<file path="src/logic/clock_unit_pkg.sv">
// Package with register map, reset values and encodings of the clock unit
`default_nettype none
package clock_unit_pkg;
	// Register indices, byte address is four times the index
	localparam logic [7:0] IDX_GATE0 = 8'h63;
	localparam logic [7:0] IDX_GATE1 = 8'h64;
	localparam logic [7:0] IDX_GATE2 = 8'h65;
	localparam logic [7:0] IDX_SYSSEL = 8'h66;
	localparam logic [7:0] IDX_I2SSTEP = 8'h67;
	localparam logic [7:0] IDX_I2SMOD = 8'h68;
	localparam logic [7:0] IDX_CODECSTEP = 8'h6C;
	localparam logic [7:0] IDX_CODECMOD = 8'h6D;
	localparam logic [7:0] IDX_ROOTHI = 8'h70;
	localparam logic [7:0] IDX_STATUS = 8'h71;
	// Reset values
	localparam logic [7:0] RST_GATE0 = 8'h83;
	localparam logic [7:0] RST_GATE1 = 8'h00;
	localparam logic [7:0] RST_GATE2 = 8'h30;
	localparam logic [7:0] RST_SYSSEL = 8'h06;
	localparam logic [7:0] RST_I2SSTEP = 8'h00;
	localparam logic [7:0] RST_I2SMOD = 8'h02;
	localparam logic [7:0] RST_CODECSTEP = 8'h01;
	localparam logic [7:0] RST_CODECMOD = 8'h02;
	localparam logic [7:0] RST_ROOTHI = 8'h00;
	// Field positions
	localparam int SEL_ROOT_BIT = 7;
	localparam int SEL_SRC_HI = 6;
	localparam int SEL_SRC_LO = 5;
	localparam int SEL_DIV_HI = 4;
	localparam int STEP_EN_BIT = 7;
	localparam int USB_GATE_BIT = 3;
	// Two-of-three divider last count of its three-tick cycle
	localparam logic [1:0] TWO_THIRDS_LAST = 2'd2;
	// System clock source encoding
	typedef enum logic [1:0]
	{
		SRC_RC = 2'b00,
		SRC_ROOT = 2'b01,
		SRC_DIV = 2'b10,
		SRC_32M = 2'b11
	} sys_src_e;
endpackage
`default_nettype wire

</file>
<file path="src/logic/system_and_module_clock_unit.sv">
// System and module clock unit: source muxes, dividers, gates and APB registers
//
// Contract
// - Internal 24 MHz RC clock is a selectable system clock source.
// - Crystal 24 MHz is doubled into 48 MHz feeding CODEC, I2S and USB.
// - Bits 6..5 of the select register pick one of four sources.
// - Source codes: 00 RC, 01 root, 10 divided root, 11 32 MHz.
// - Code 10 gives root clock divided by bits 4..0.
// - 32 MHz source is two thirds of the 48 MHz clock.
// - Root clock picked by root-high bit 0 and select bit 7.
// - Root codes: 00 doubled 48 MHz, 01 RC, 1x crystal pad clock.
// - Three consecutive gate registers hold per-module clock enables.
// - Gate bit one runs module clock, zero stops it.
// - Timer clock is two thirds of the crystal clock, 16 MHz.
// - USB clock comes from the doubled 48 MHz clock.
// - I2S clock runs only while its step register bit 7 is set.
// - I2S clock equals 48 MHz times step over mod.
// - CODEC clock runs only while its step register bit 7 is set.
// - CODEC clock equals 48 MHz times step over mod.
//
// The APB interface to the registers is this design's own decision.
`timescale 1ns/1ps
`default_nettype none
module system_and_module_clock_unit
	import clock_unit_pkg::*;
(
	input wire logic clk,
	input wire logic rst,
	input wire logic psel,
	input wire logic penable,
	input wire logic pwrite,
	input wire logic [11:0] paddr,
	input wire logic [31:0] pwdata,
	output logic [31:0] prdata,
	output logic pready,
	output logic pslverr,
	input wire logic rcTick,
	input wire logic xtalTick,
	output logic dblTick,
	output logic sysTick,
	output logic timerTick,
	output logic usbClkEn,
	output logic [23:0] moduleClkEn,
	output logic i2sClk,
	output logic codecClk
);
	// Oscillators arrive as one-cycle enables; every clock here except the level outputs i2sClk and codecClk is such an enable
	logic [7:0] gate0_q, gate1_q, gate2_q, sysSel_q, i2sStep_q, i2sMod_q;
	logic [7:0] codecStep_q, codecMod_q, rootHi_q;
	logic [7:0] rdVal;
	logic [9:0] idx;
	logic hit, setup, access;
	logic [1:0] pend_q, pend_d;
	logic [1:0] dblCnt_q, xtalCnt_q;
	logic tick32, rootTick;
	logic [1:0] rootSel;
	logic [4:0] divCnt_q;
	logic divTick;
	logic [1:0] srcAct_q;
	logic switching;
	logic sysTickRaw;
	logic [7:0] statusVal;

	assign idx = paddr[11:2];
	assign setup = psel && !penable;
	assign access = psel && penable;

	always_comb
	begin
		hit = 1'b1;
		rdVal = 8'h00;
		unique case (idx[7:0])
			IDX_GATE0: rdVal = gate0_q;
			IDX_GATE1: rdVal = gate1_q;
			IDX_GATE2: rdVal = gate2_q;
			IDX_SYSSEL: rdVal = sysSel_q;
			IDX_I2SSTEP: rdVal = i2sStep_q;
			IDX_I2SMOD: rdVal = i2sMod_q;
			IDX_CODECSTEP: rdVal = codecStep_q;
			IDX_CODECMOD: rdVal = codecMod_q;
			IDX_ROOTHI: rdVal = rootHi_q;
			IDX_STATUS: rdVal = statusVal;
			default: hit = 1'b0;
		endcase
		if (idx[9:8] != 2'b00)
			hit = 1'b0;
	end

	// Zero-wait slave; read data is captured in the setup cycle
	assign pready = access;
	assign pslverr = access && (!hit || (pwrite && idx[7:0] == IDX_STATUS));

	always_ff @(posedge clk or posedge rst)
	begin
		if (rst)
			prdata <= 32'h0000_0000;
		else if (setup && !pwrite)
			prdata <= {24'h00_0000, rdVal};
	end

	logic wr;
	assign wr = access && pwrite;

	always_ff @(posedge clk or posedge rst)
	begin
		if (rst)
		begin
			gate0_q <= RST_GATE0;
			gate1_q <= RST_GATE1;
			gate2_q <= RST_GATE2;
			sysSel_q <= RST_SYSSEL;
			i2sStep_q <= RST_I2SSTEP;
			i2sMod_q <= RST_I2SMOD;
			codecStep_q <= RST_CODECSTEP;
			codecMod_q <= RST_CODECMOD;
			rootHi_q <= RST_ROOTHI;
		end
		else if (wr && idx[9:8] == 2'b00)
		begin
			unique case (idx[7:0])
				IDX_GATE0: gate0_q <= pwdata[7:0];
				IDX_GATE1: gate1_q <= pwdata[7:0];
				IDX_GATE2: gate2_q <= pwdata[7:0];
				IDX_SYSSEL: sysSel_q <= pwdata[7:0];
				IDX_I2SSTEP: i2sStep_q <= pwdata[7:0];
				IDX_I2SMOD: i2sMod_q <= pwdata[7:0];
				IDX_CODECSTEP: codecStep_q <= pwdata[7:0];
				IDX_CODECMOD: codecMod_q <= pwdata[7:0];
				IDX_ROOTHI: rootHi_q <= pwdata[7:0];
				default: ;
			endcase
		end
	end

	// Doubler: each crystal tick yields two ticks; backlog capped at three
	always_comb
	begin
		pend_d = pend_q - {1'b0, pend_q != 2'd0};
		if (xtalTick)
			pend_d = (pend_d == 2'd0) ? 2'd2 : 2'd3;
	end

	always_ff @(posedge clk or posedge rst)
	begin
		if (rst)
			pend_q <= 2'd0;
		else
			pend_q <= pend_d;
	end
	assign dblTick = pend_q != 2'd0;

	// Two-of-three dividers drop every third input tick
	always_ff @(posedge clk or posedge rst)
	begin
		if (rst)
			dblCnt_q <= 2'd0;
		else if (dblTick)
			dblCnt_q <= (dblCnt_q == TWO_THIRDS_LAST) ? 2'd0 : dblCnt_q + 2'd1;
	end
	assign tick32 = dblTick && dblCnt_q != TWO_THIRDS_LAST;

	always_ff @(posedge clk or posedge rst)
	begin
		if (rst)
			xtalCnt_q <= 2'd0;
		else if (xtalTick)
			xtalCnt_q <= (xtalCnt_q == TWO_THIRDS_LAST) ? 2'd0 : xtalCnt_q + 2'd1;
	end
	assign timerTick = xtalTick && xtalCnt_q != TWO_THIRDS_LAST;

	// Root clock
	assign rootSel = {rootHi_q[0], sysSel_q[SEL_ROOT_BIT]};
	always_comb
	begin
		unique case (rootSel)
			2'b00: rootTick = dblTick;
			2'b01: rootTick = rcTick;
			default: rootTick = xtalTick;
		endcase
	end

	// Root divider; values 0 and 1 are not supported and act as divide-by-one
	// A select write restarts the count, so a smaller divider never sees a stale count
	logic selWr;
	assign selWr = wr && idx == {2'b00, IDX_SYSSEL};
	always_ff @(posedge clk or posedge rst)
	begin
		if (rst)
			divCnt_q <= 5'd0;
		else if (selWr)
			divCnt_q <= 5'd0;
		else if (rootTick)
			divCnt_q <= (divCnt_q + 5'd1 >= sysSel_q[SEL_DIV_HI:0]) ? 5'd0 : divCnt_q + 5'd1;
	end
	assign divTick = rootTick && (divCnt_q + 5'd1 >= sysSel_q[SEL_DIV_HI:0]);

	// Source switch takes effect after one idle cycle so no pulse is split
	assign switching = srcAct_q != sysSel_q[SEL_SRC_HI:SEL_SRC_LO];
	always_ff @(posedge clk or posedge rst)
	begin
		if (rst)
			srcAct_q <= RST_SYSSEL[SEL_SRC_HI:SEL_SRC_LO];
		else
			srcAct_q <= sysSel_q[SEL_SRC_HI:SEL_SRC_LO];
	end

	always_comb
	begin
		unique case (sys_src_e'(srcAct_q))
			SRC_RC: sysTickRaw = rcTick;
			SRC_ROOT: sysTickRaw = rootTick;
			SRC_DIV: sysTickRaw = divTick;
			SRC_32M: sysTickRaw = tick32;
		endcase
	end
	assign sysTick = sysTickRaw && !switching;

	// Module gates act on whole ticks, so a gated clock is simply absent
	assign moduleClkEn = {gate2_q, gate1_q, gate0_q} & {24{sysTick}};
	assign usbClkEn = dblTick && gate0_q[USB_GATE_BIT];

	// Step/mod phase accumulators, one per audio clock
	logic [7:0] stepReg [2];
	logic [7:0] modReg [2];
	logic [1:0] fracClk;
	assign stepReg[0] = i2sStep_q;
	assign stepReg[1] = codecStep_q;
	assign modReg[0] = i2sMod_q;
	assign modReg[1] = codecMod_q;

	genvar ch;
	generate
		for (ch = 0; ch < 2; ch++)
		begin : g_frac
			logic [8:0] acc_q;
			logic [8:0] sum;
			logic en;
			logic clk_q;
			assign en = stepReg[ch][STEP_EN_BIT];
			assign sum = acc_q + {2'b00, stepReg[ch][6:0]};
			always_ff @(posedge clk or posedge rst)
			begin
				if (rst)
					acc_q <= 9'd0;
				else if (!en)
					acc_q <= 9'd0;
				else if (dblTick)
					acc_q <= (sum >= {1'b0, modReg[ch]}) ? sum - {1'b0, modReg[ch]} : sum;
			end
			// High for the upper half of each wrap period: rate is 48 MHz*step/mod
			always_ff @(posedge clk or posedge rst)
			begin
				if (rst)
					clk_q <= 1'b0;
				else
					clk_q <= en && (acc_q >= {2'b00, modReg[ch][7:1]});
			end
			assign fracClk[ch] = clk_q;
		end
	endgenerate
	assign i2sClk = fracClk[0];
	assign codecClk = fracClk[1];

	assign statusVal = {2'b00, switching, dblTick, rootSel, srcAct_q};

	// Checks
	stop_i2s_a: assert property (@(posedge clk) disable iff (rst)
		!i2sStep_q[STEP_EN_BIT] |=> !i2sClk)
		else $error("i2s clock high while disabled");
	stop_codec_a: assert property (@(posedge clk) disable iff (rst)
		!codecStep_q[STEP_EN_BIT] |=> !codecClk)
		else $error("codec clock high while disabled");
	doubler_two_a: assert property (@(posedge clk) disable iff (rst)
		xtalTick && pend_q == 2'd0 |=> dblTick ##1 dblTick)
		else $error("doubler gave fewer than two ticks");
	thirty_two_a: assert property (@(posedge clk) disable iff (rst)
		dblTick && dblCnt_q == TWO_THIRDS_LAST |-> !tick32)
		else $error("two thirds divider passed third tick");
	timer_third_a: assert property (@(posedge clk) disable iff (rst)
		xtalTick && xtalCnt_q != TWO_THIRDS_LAST |-> timerTick)
		else $error("timer tick missing");
	div_count_a: assert property (@(posedge clk) disable iff (rst)
		divTick && sysSel_q[SEL_DIV_HI:0] > 5'd1 |-> divCnt_q == sysSel_q[SEL_DIV_HI:0] - 5'd1)
		else $error("divider tick at wrong count");
	gate_off_a: assert property (@(posedge clk) disable iff (rst)
		!gate0_q[0] |-> !moduleClkEn[0])
		else $error("gated module clock running");
	usb_src_a: assert property (@(posedge clk) disable iff (rst)
		gate0_q[USB_GATE_BIT] |-> usbClkEn == dblTick)
		else $error("usb clock not from doubled clock");
	switch_idle_a: assert property (@(posedge clk) disable iff (rst)
		$changed(sysSel_q[SEL_SRC_HI:SEL_SRC_LO]) |-> !sysTick)
		else $error("tick during source switch");
	read_sel_a: assert property (@(posedge clk) disable iff (rst)
		setup && !pwrite && idx == {2'b00, IDX_SYSSEL} |=> prdata[7:0] == $past(sysSel_q))
		else $error("select register read mismatch");

	rc_source_a: assert property (@(posedge clk) disable iff (rst)
		srcAct_q == SRC_RC && !switching |-> sysTick == rcTick)
		else $error("rc source not passed to system clock");
	root_source_a: assert property (@(posedge clk) disable iff (rst)
		srcAct_q == SRC_ROOT && !switching |-> sysTick == rootTick)
		else $error("root source not passed to system clock");
	div_source_a: assert property (@(posedge clk) disable iff (rst)
		srcAct_q == SRC_DIV && !switching |-> sysTick == divTick)
		else $error("divided source not passed to system clock");
	src_32m_a: assert property (@(posedge clk) disable iff (rst)
		srcAct_q == SRC_32M && !switching |-> sysTick == tick32)
		else $error("two thirds source not passed to system clock");
	root_pick_a: assert property (@(posedge clk) disable iff (rst)
		(rootSel == 2'b00 && rootTick == dblTick) || (rootSel == 2'b01 && rootTick == rcTick)
		|| (rootSel[1] && rootTick == xtalTick))
		else $error("root clock from wrong source");
	gate_write_a: assert property (@(posedge clk) disable iff (rst)
		wr && idx == {2'b00, IDX_GATE1} |=> gate1_q == $past(pwdata[7:0]))
		else $error("gate register write lost");
	gate_run_a: assert property (@(posedge clk) disable iff (rst)
		sysTick |-> moduleClkEn == {gate2_q, gate1_q, gate0_q})
		else $error("enabled module clock missing");
	usb_gate_a: assert property (@(posedge clk) disable iff (rst)
		!gate0_q[USB_GATE_BIT] |-> !usbClkEn)
		else $error("gated usb clock running");
	timer_xtal_a: assert property (@(posedge clk) disable iff (rst)
		timerTick |-> xtalTick)
		else $error("timer tick without crystal tick");
	dbl_quiet_a: assert property (@(posedge clk) disable iff (rst)
		pend_q == 2'd0 && !xtalTick |=> !dblTick)
		else $error("doubler tick without crystal tick");
	gate_idle_a: assert property (@(posedge clk) disable iff (rst)
		switching |-> moduleClkEn == 24'h000000)
		else $error("module clock during source switch");

	div_used_c: cover property (@(posedge clk) disable iff (rst)
		srcAct_q == SRC_DIV && sysTick);
	i2s_run_c: cover property (@(posedge clk) disable iff (rst)
		$rose(i2sClk));
	codec_run_c: cover property (@(posedge clk) disable iff (rst)
		$rose(codecClk));
	switch_c: cover property (@(posedge clk) disable iff (rst)
		switching);
	usb_run_c: cover property (@(posedge clk) disable iff (rst)
		usbClkEn);
endmodule
`default_nettype wire

</file>
<file path="config.mk">
export PLATFORM = sky130hd
export DESIGN_NAME = system_and_module_clock_unit
export DESIGN_NICKNAME = d
export VERILOG_FILES = /design/src/logic/clock_unit_pkg.sv /design/src/logic/system_and_module_clock_unit.sv
export SDC_FILE = /design/constraint.sdc
export NUM_CORES = 1
export LEC_CHECK = 0
export ABC_AREA = 1
export ABC_CLOCK_PERIOD_IN_PS = 3100
export BUFFER_PORTS_ARGS = -buffer_cell sky130_fd_sc_hd__buf_2
export CORE_MARGIN = 2
export CORE_UTILIZATION = 36
export DETAILED_ROUTE_END_ITERATION = 16
export MAX_ROUTING_LAYER = met4
export SLEW_MARGIN = 30
export SYNTH_ARGS = -nofsm -noshare
export SYNTH_HDL_FRONTEND = slang
export SYNTH_SLANG_ARGS = --single-unit
</file>
<file path="constraint.sdc">
create_clock -name clk -period 3.1 [get_ports clk]
set_input_delay 0.155 -clock clk [delete_from_list [all_inputs] [get_ports clk]]
set_output_delay 0.155 -clock clk [all_outputs]
set_load 0.01 [all_outputs]
</file>
==> impl_results.html <==
<table>
<tr><th>Metric</th><th>Value</th></tr>
<tr><th colspan="2">Placed design</th></tr>
<tr><td>Post-placement setup slack</td><td>71.8 ps</td></tr>
<tr><td>Post-detail-place hpwl</td><td>16700 um</td></tr>
<tr><td>Final Wtd Congestion</td><td>0.942</td></tr>
<tr><td>Area after DPL</td><td>8460 sq um</td></tr>
<tr><td>Port buffer count</td><td>64</td></tr>
<tr><th colspan="2">Worst hold path</th></tr>
<tr><td>Hold Startpoint</td><td>xtalTick</td></tr>
<tr><td>Depth of the worst hold-timing path</td><td>3</td></tr>
<tr><td>Hold/Removal Path Class</td><td>input pin to flip-flop</td></tr>
<tr><td>End of the worst hold path</td><td>xtalCnt_q[0]$_DFFE_PP0P_</td></tr>
<tr><th colspan="2">STA</th></tr>
<tr><td>Count of final hold-check violations</td><td>0</td></tr>
<tr><td>Least-Margin Pin Slew</td><td>782 ps</td></tr>
<tr><td>Maximum clock skew at final layout</td><td>7.82 ps</td></tr>
<tr><td>Setup slack of the critical path after layout</td><td>229 ps</td></tr>
<tr><td>Worst slew margin relative to its limit</td><td>0.477</td></tr>
<tr><td>Crit share post-route</td><td>0.926</td></tr>
<tr><td>Max-slew violation count</td><td>0</td></tr>
<tr><td>Final count of negative-setup-slack endpoints</td><td>0</td></tr>
<tr><td>Clock period minus worst slack</td><td>2870 ps</td></tr>
<tr><td>Timing-limited maximum frequency</td><td>348 MHz</td></tr>
<tr><th colspan="2">Logic synthesis</th></tr>
<tr><td>Post-synth top flop</td><td>dfrtp_1</td></tr>
<tr><td>Number of different library cells in the post-synthesis netlist</td><td>41</td></tr>
<tr><td>Share of synthesized registers carrying an async set or reset</td><td>1.00</td></tr>
<tr><td>Yosys warning count</td><td>0</td></tr>
<tr><td>Synthesized cell area</td><td>7840 sq um</td></tr>
<tr><td>Most area-consuming cells after synthesis</td><td>dfrtp_1 33%, nand2_1 15%, ha_1 8.0%</td></tr>
<tr><td>Sequential-to-total area share from yosys stat</td><td>0.362</td></tr>
<tr><td>Seq cells post-synth</td><td>113</td></tr>
<tr><td>Average footprint of a synthesized cell</td><td>7.13 sq um</td></tr>
<tr><td>Fraction of post-synthesis cell area in the top cell type by area</td><td>0.329</td></tr>
<tr><td>Synthesized netlist cell count</td><td>1099</td></tr>
<tr><td>Dominant cell type by area after synthesis</td><td>dfrtp_1</td></tr>
<tr><td>Post-synth EDFFs</td><td>0</td></tr>
<tr><th colspan="2">Cells and area</th></tr>
<tr><td>Most common cell after layout, fill and taps aside</td><td>nand2_1</td></tr>
<tr><td>Number of antenna repair diodes</td><td>0</td></tr>
<tr><td>Growth of design area from synthesis to finish</td><td>17.8%</td></tr>
<tr><td>Filler Cell Count</td><td>2236</td></tr>
<tr><td>Net total in the final layout</td><td>1285</td></tr>
<tr><td>Area used by sequential logic in the layout</td><td>2840 sq um</td></tr>
<tr><td>Area occupied by multi-input gates</td><td>4380 sq um</td></tr>
<tr><td>Fraction of layout instances using a drive strength above 1</td><td>0.148</td></tr>
<tr><td>Highest-count cells in the layout ignoring fill and taps</td><td>304 x nand2_1, 147 x inv_1, 103 x dfrtp_1</td></tr>
<tr><td>Fin area</td><td>9230 sq um</td></tr>
<tr><th colspan="2">Global routing</th></tr>
<tr><td>Pin count of the biggest net entering global routing</td><td>39</td></tr>
<tr><td>Global-route met3 utilization</td><td>0.0293</td></tr>
<tr><td>Met1 Usage GRT</td><td>0.291</td></tr>
<tr><td>First-pass GRT wire length</td><td>35700 um</td></tr>
<tr><td>Number of global-route vias before repair</td><td>6826</td></tr>
<tr><td>GR met2 Demand/Resource</td><td>0.317</td></tr>
<tr><td>Total congestion overflow after global routing</td><td>0</td></tr>
<tr><td>Global Route Usage Sum</td><td>0.207</td></tr>
<tr><td>Number of antenna violations at the first check in global routing</td><td>0</td></tr>
<tr><td>Highest-utilization routing layer at the global route stage</td><td>met2</td></tr>
<tr><th colspan="2">Critical path</th></tr>
<tr><td>Setup crit start kind</td><td>flip-flop</td></tr>
<tr><td>Crit path kind</td><td>flip-flop to flip-flop</td></tr>
<tr><td>Crit-path max FO</td><td>6</td></tr>
<tr><td>Destination of the worst register-to-register timing path</td><td>g_frac[1].acc_q[1]$_DFFE_PP0P_</td></tr>
<tr><td>Origin of the critical flop-to-flop path</td><td>codecStep_q[0]$_DFFE_PP1P_</td></tr>
<tr><td>Worst Reg2Reg Path Length in Cells</td><td>16</td></tr>
<tr><td>Worst Path Arrival</td><td>3230 ps</td></tr>
<tr><td>WP data required</td><td>3460 ps</td></tr>
<tr><td>CP Capture Type</td><td>flip-flop</td></tr>
<tr><td>Worst setup slack for register-to-register paths</td><td>230 ps</td></tr>
<tr><th colspan="2">Route</th></tr>
<tr><td>Vias</td><td>7377</td></tr>
<tr><td>Total wire length</td><td>22200 um</td></tr>
<tr><td>DR pass1 iterations</td><td>6</td></tr>
<tr><td>Post-DR wirelength/cell</td><td>15.1 um</td></tr>
<tr><td>Vias per inst</td><td>5.03</td></tr>
<tr><td>Number of routed nets with antenna violations</td><td>0</td></tr>
<tr><td>First-iteration detailed-routing DRC count</td><td>526</td></tr>
<tr><td>DRC</td><td>0</td></tr>
<tr><th colspan="2">Clock tree</th></tr>
<tr><td># clock sinks</td><td>113</td></tr>
<tr><td>Htree depth</td><td>4</td></tr>
<tr><td>Clock Tree Buf Depth</td><td>2</td></tr>
<tr><td>TritonCTS Buffers</td><td>17</td></tr>
<tr><td>Clock insertion delay at the later pin of the skew report</td><td>430 ps</td></tr>
<tr><td>Clock tree root driver cell</td><td>clkbuf_16</td></tr>
<tr><td>TritonCTS clock tree</td><td>done</td></tr>
<tr><td>Clock-pin slew reported for the worst setup and hold paths after clock tree synthesis</td><td>60 ps</td></tr>
<tr><th colspan="2">Floorplan</th></tr>
<tr><td>Total core area</td><td>21200 sq um</td></tr>
<tr><td>Die footprint</td><td>23000 sq um</td></tr>
<tr><td>Die W</td><td>152 um</td></tr>
<tr><td>IO Count</td><td>115</td></tr>
<tr><td>Initial core utilization</td><td>0.369</td></tr>
<tr><td>Die boundary height</td><td>152 um</td></tr>
<tr><td>Row count</td><td>53</td></tr>
<tr><th colspan="2">Run</th></tr>
<tr><td>Max_cap viols</td><td>0</td></tr>
<tr><th colspan="2">Pwr</th></tr>
<tr><td>Worst VDD drop</td><td>0.000372 V</td></tr>
<tr><td>Leakage component of the power</td><td>4.68 nW</td></tr>
<tr><td>Total power density per cell area</td><td>421 nW/um^2</td></tr>
<tr><th colspan="2">Status</th></tr>
<tr><td>Status</td><td>finished, final reports clean</td></tr>
</table>
## flip-flops by register name (all words and copies together), names as in the netlist
| signal | cells |
|---|---|
| codecClk | 1 |
| codecMod_q | 8 |
| codecStep_q | 8 |
| dblCnt_q | 2 |
| divCnt_q | 5 |
| g_frac.acc_q | 18 |
| gate0_q | 8 |
| gate1_q | 8 |
| gate2_q | 8 |
| i2sClk | 1 |
| i2sMod_q | 8 |
| i2sStep_q | 8 |
| pend_q | 2 |
| prdata | 8 |
| rootHi_q | 8 |
| srcAct_q | 2 |
| sysSel_q | 8 |
| xtalCnt_q | 2 |
## metal layers
metal / up-vias / routed length (um)
met2: 190 / 10100
met4: 0 / 245
met1: 3464 / 10800
met5: - / 0
li1: 3702 / -
met3: 21 / 1060
## worst max-delay path by stage
stage,cells past startpoint,slack (ps),from,end
after floorplan,18,280,codecStep_q[0]$_DFFE_PP1P_,g_frac[1].acc_q[0]$_DFFE_PP0P_
after global placement,18,80,codecStep_q[0]$_DFFE_PP1P_,g_frac[1].acc_q[3]$_DFFE_PP0P_
after detailed placement,18,70,codecStep_q[0]$_DFFE_PP1P_,g_frac[1].acc_q[0]$_DFFE_PP0P_
after CTS,18,40,codecStep_q[0]$_DFFE_PP1P_,g_frac[1].acc_q[0]$_DFFE_PP0P_
after global routing,19,-20,codecStep_q[0]$_DFFE_PP1P_,g_frac[1].acc_q[7]$_DFFE_PP0P_
final,16,230,codecStep_q[0]$_DFFE_PP1P_,g_frac[1].acc_q[1]$_DFFE_PP0P_
## worst max-delay path, cell delays in order (launching register included)
cell and delay (ps):
dfstp_2 550, ha_2 200, inv_1 50, fa_2 350
inv_1 80, nand3_1 80, nand2_2 100, xnor2_2 130
inv_1 110, ha_4 310, nand2_1 50, nor2_1 210
a21oi_2 140, buf_4 180, nand4_1 80, nand3_1 80
nand2_1 90
## Yosys cell counts, types with 2 or more instances
cell / number
inv_2: 9
clkbuf_1: 6
inv_1: 148
nor2_4: 2
a211oi_1: 2
nand3_1: 80
o21ai_1: 91
dfstp_2: 10
o211ai_1: 3
nor2_2: 4
nand2_2: 6
nand4_1: 30
o21a_1: 2
nand2_1: 308
buf_2: 8
o21bai_1: 4
buf_4: 26
o21ai_0: 27
xnor2_1: 8
a21oi_2: 2
fa_1: 4
nor2_1: 85
or2_2: 2
xor2_1: 7
o22ai_1: 8
nand3b_1: 8
dfrtp_1: 103
a21oi_1: 29
nand3_2: 9
ha_1: 50
nor3_1: 8
## power by group
part | switching [mW] | internal, mW
combinational | 0.233 | 0.107
clock | 0.798 | 1.21
sequential | 0.0256 | 1.51
## logic make-up after synthesis
kind of cell / after synthesis / synth area share
buffers and inverters: 198 / 0.109
adders and majority gates: 54 / 0.0900
other: 1 / 0.000478
xor gates and xnor gates: 15 / 0.0168
AOI/OAI and AO/OA: 172 / 0.117
DFF: 113 / 0.362
and+or+nand+nor: 546 / 0.305
## timing repair
action                                 in CTS  in global routing
resized for setup                           0                 28
setup endpoints to repair                   0                 43
endpoints found under the hold margin      27                  0
setup buffers                               0                  1
hold buffers                                1                  0
## per-stage QoR
| stage | TNS (ps) | hold slack, ps | total power, mW | utilization | std cells |
|---|---|---|---|---|---|
| floorplan | 0 | 328 | 1.80 | - | 1122 |
| global placement | 0 | 335 | 1.89 | 0.399 | 1434 |
| detailed placement | 0 | 333 | 1.90 | 0.399 | 1434 |
| CTS | 0 | 27.0 | 3.90 | 0.427 | 1467 |
| global route | -29.2 | 61.1 | 4.03 | 0.435 | 1468 |
| finish | 0 | 27.5 | 3.88 | 0.435 | 1468 |
## layout make-up
class,instances,share of cell area
flip-flops and latches,113,0.308
well taps,275,0.0373
clock inverters,15,0.0186
multi-input cells,811,0.475
inverters,158,0.0646
clock buffers,17,0.0461
repair buffers,79,0.0512
No activity file was read; power rests on OpenSTA's default activity.
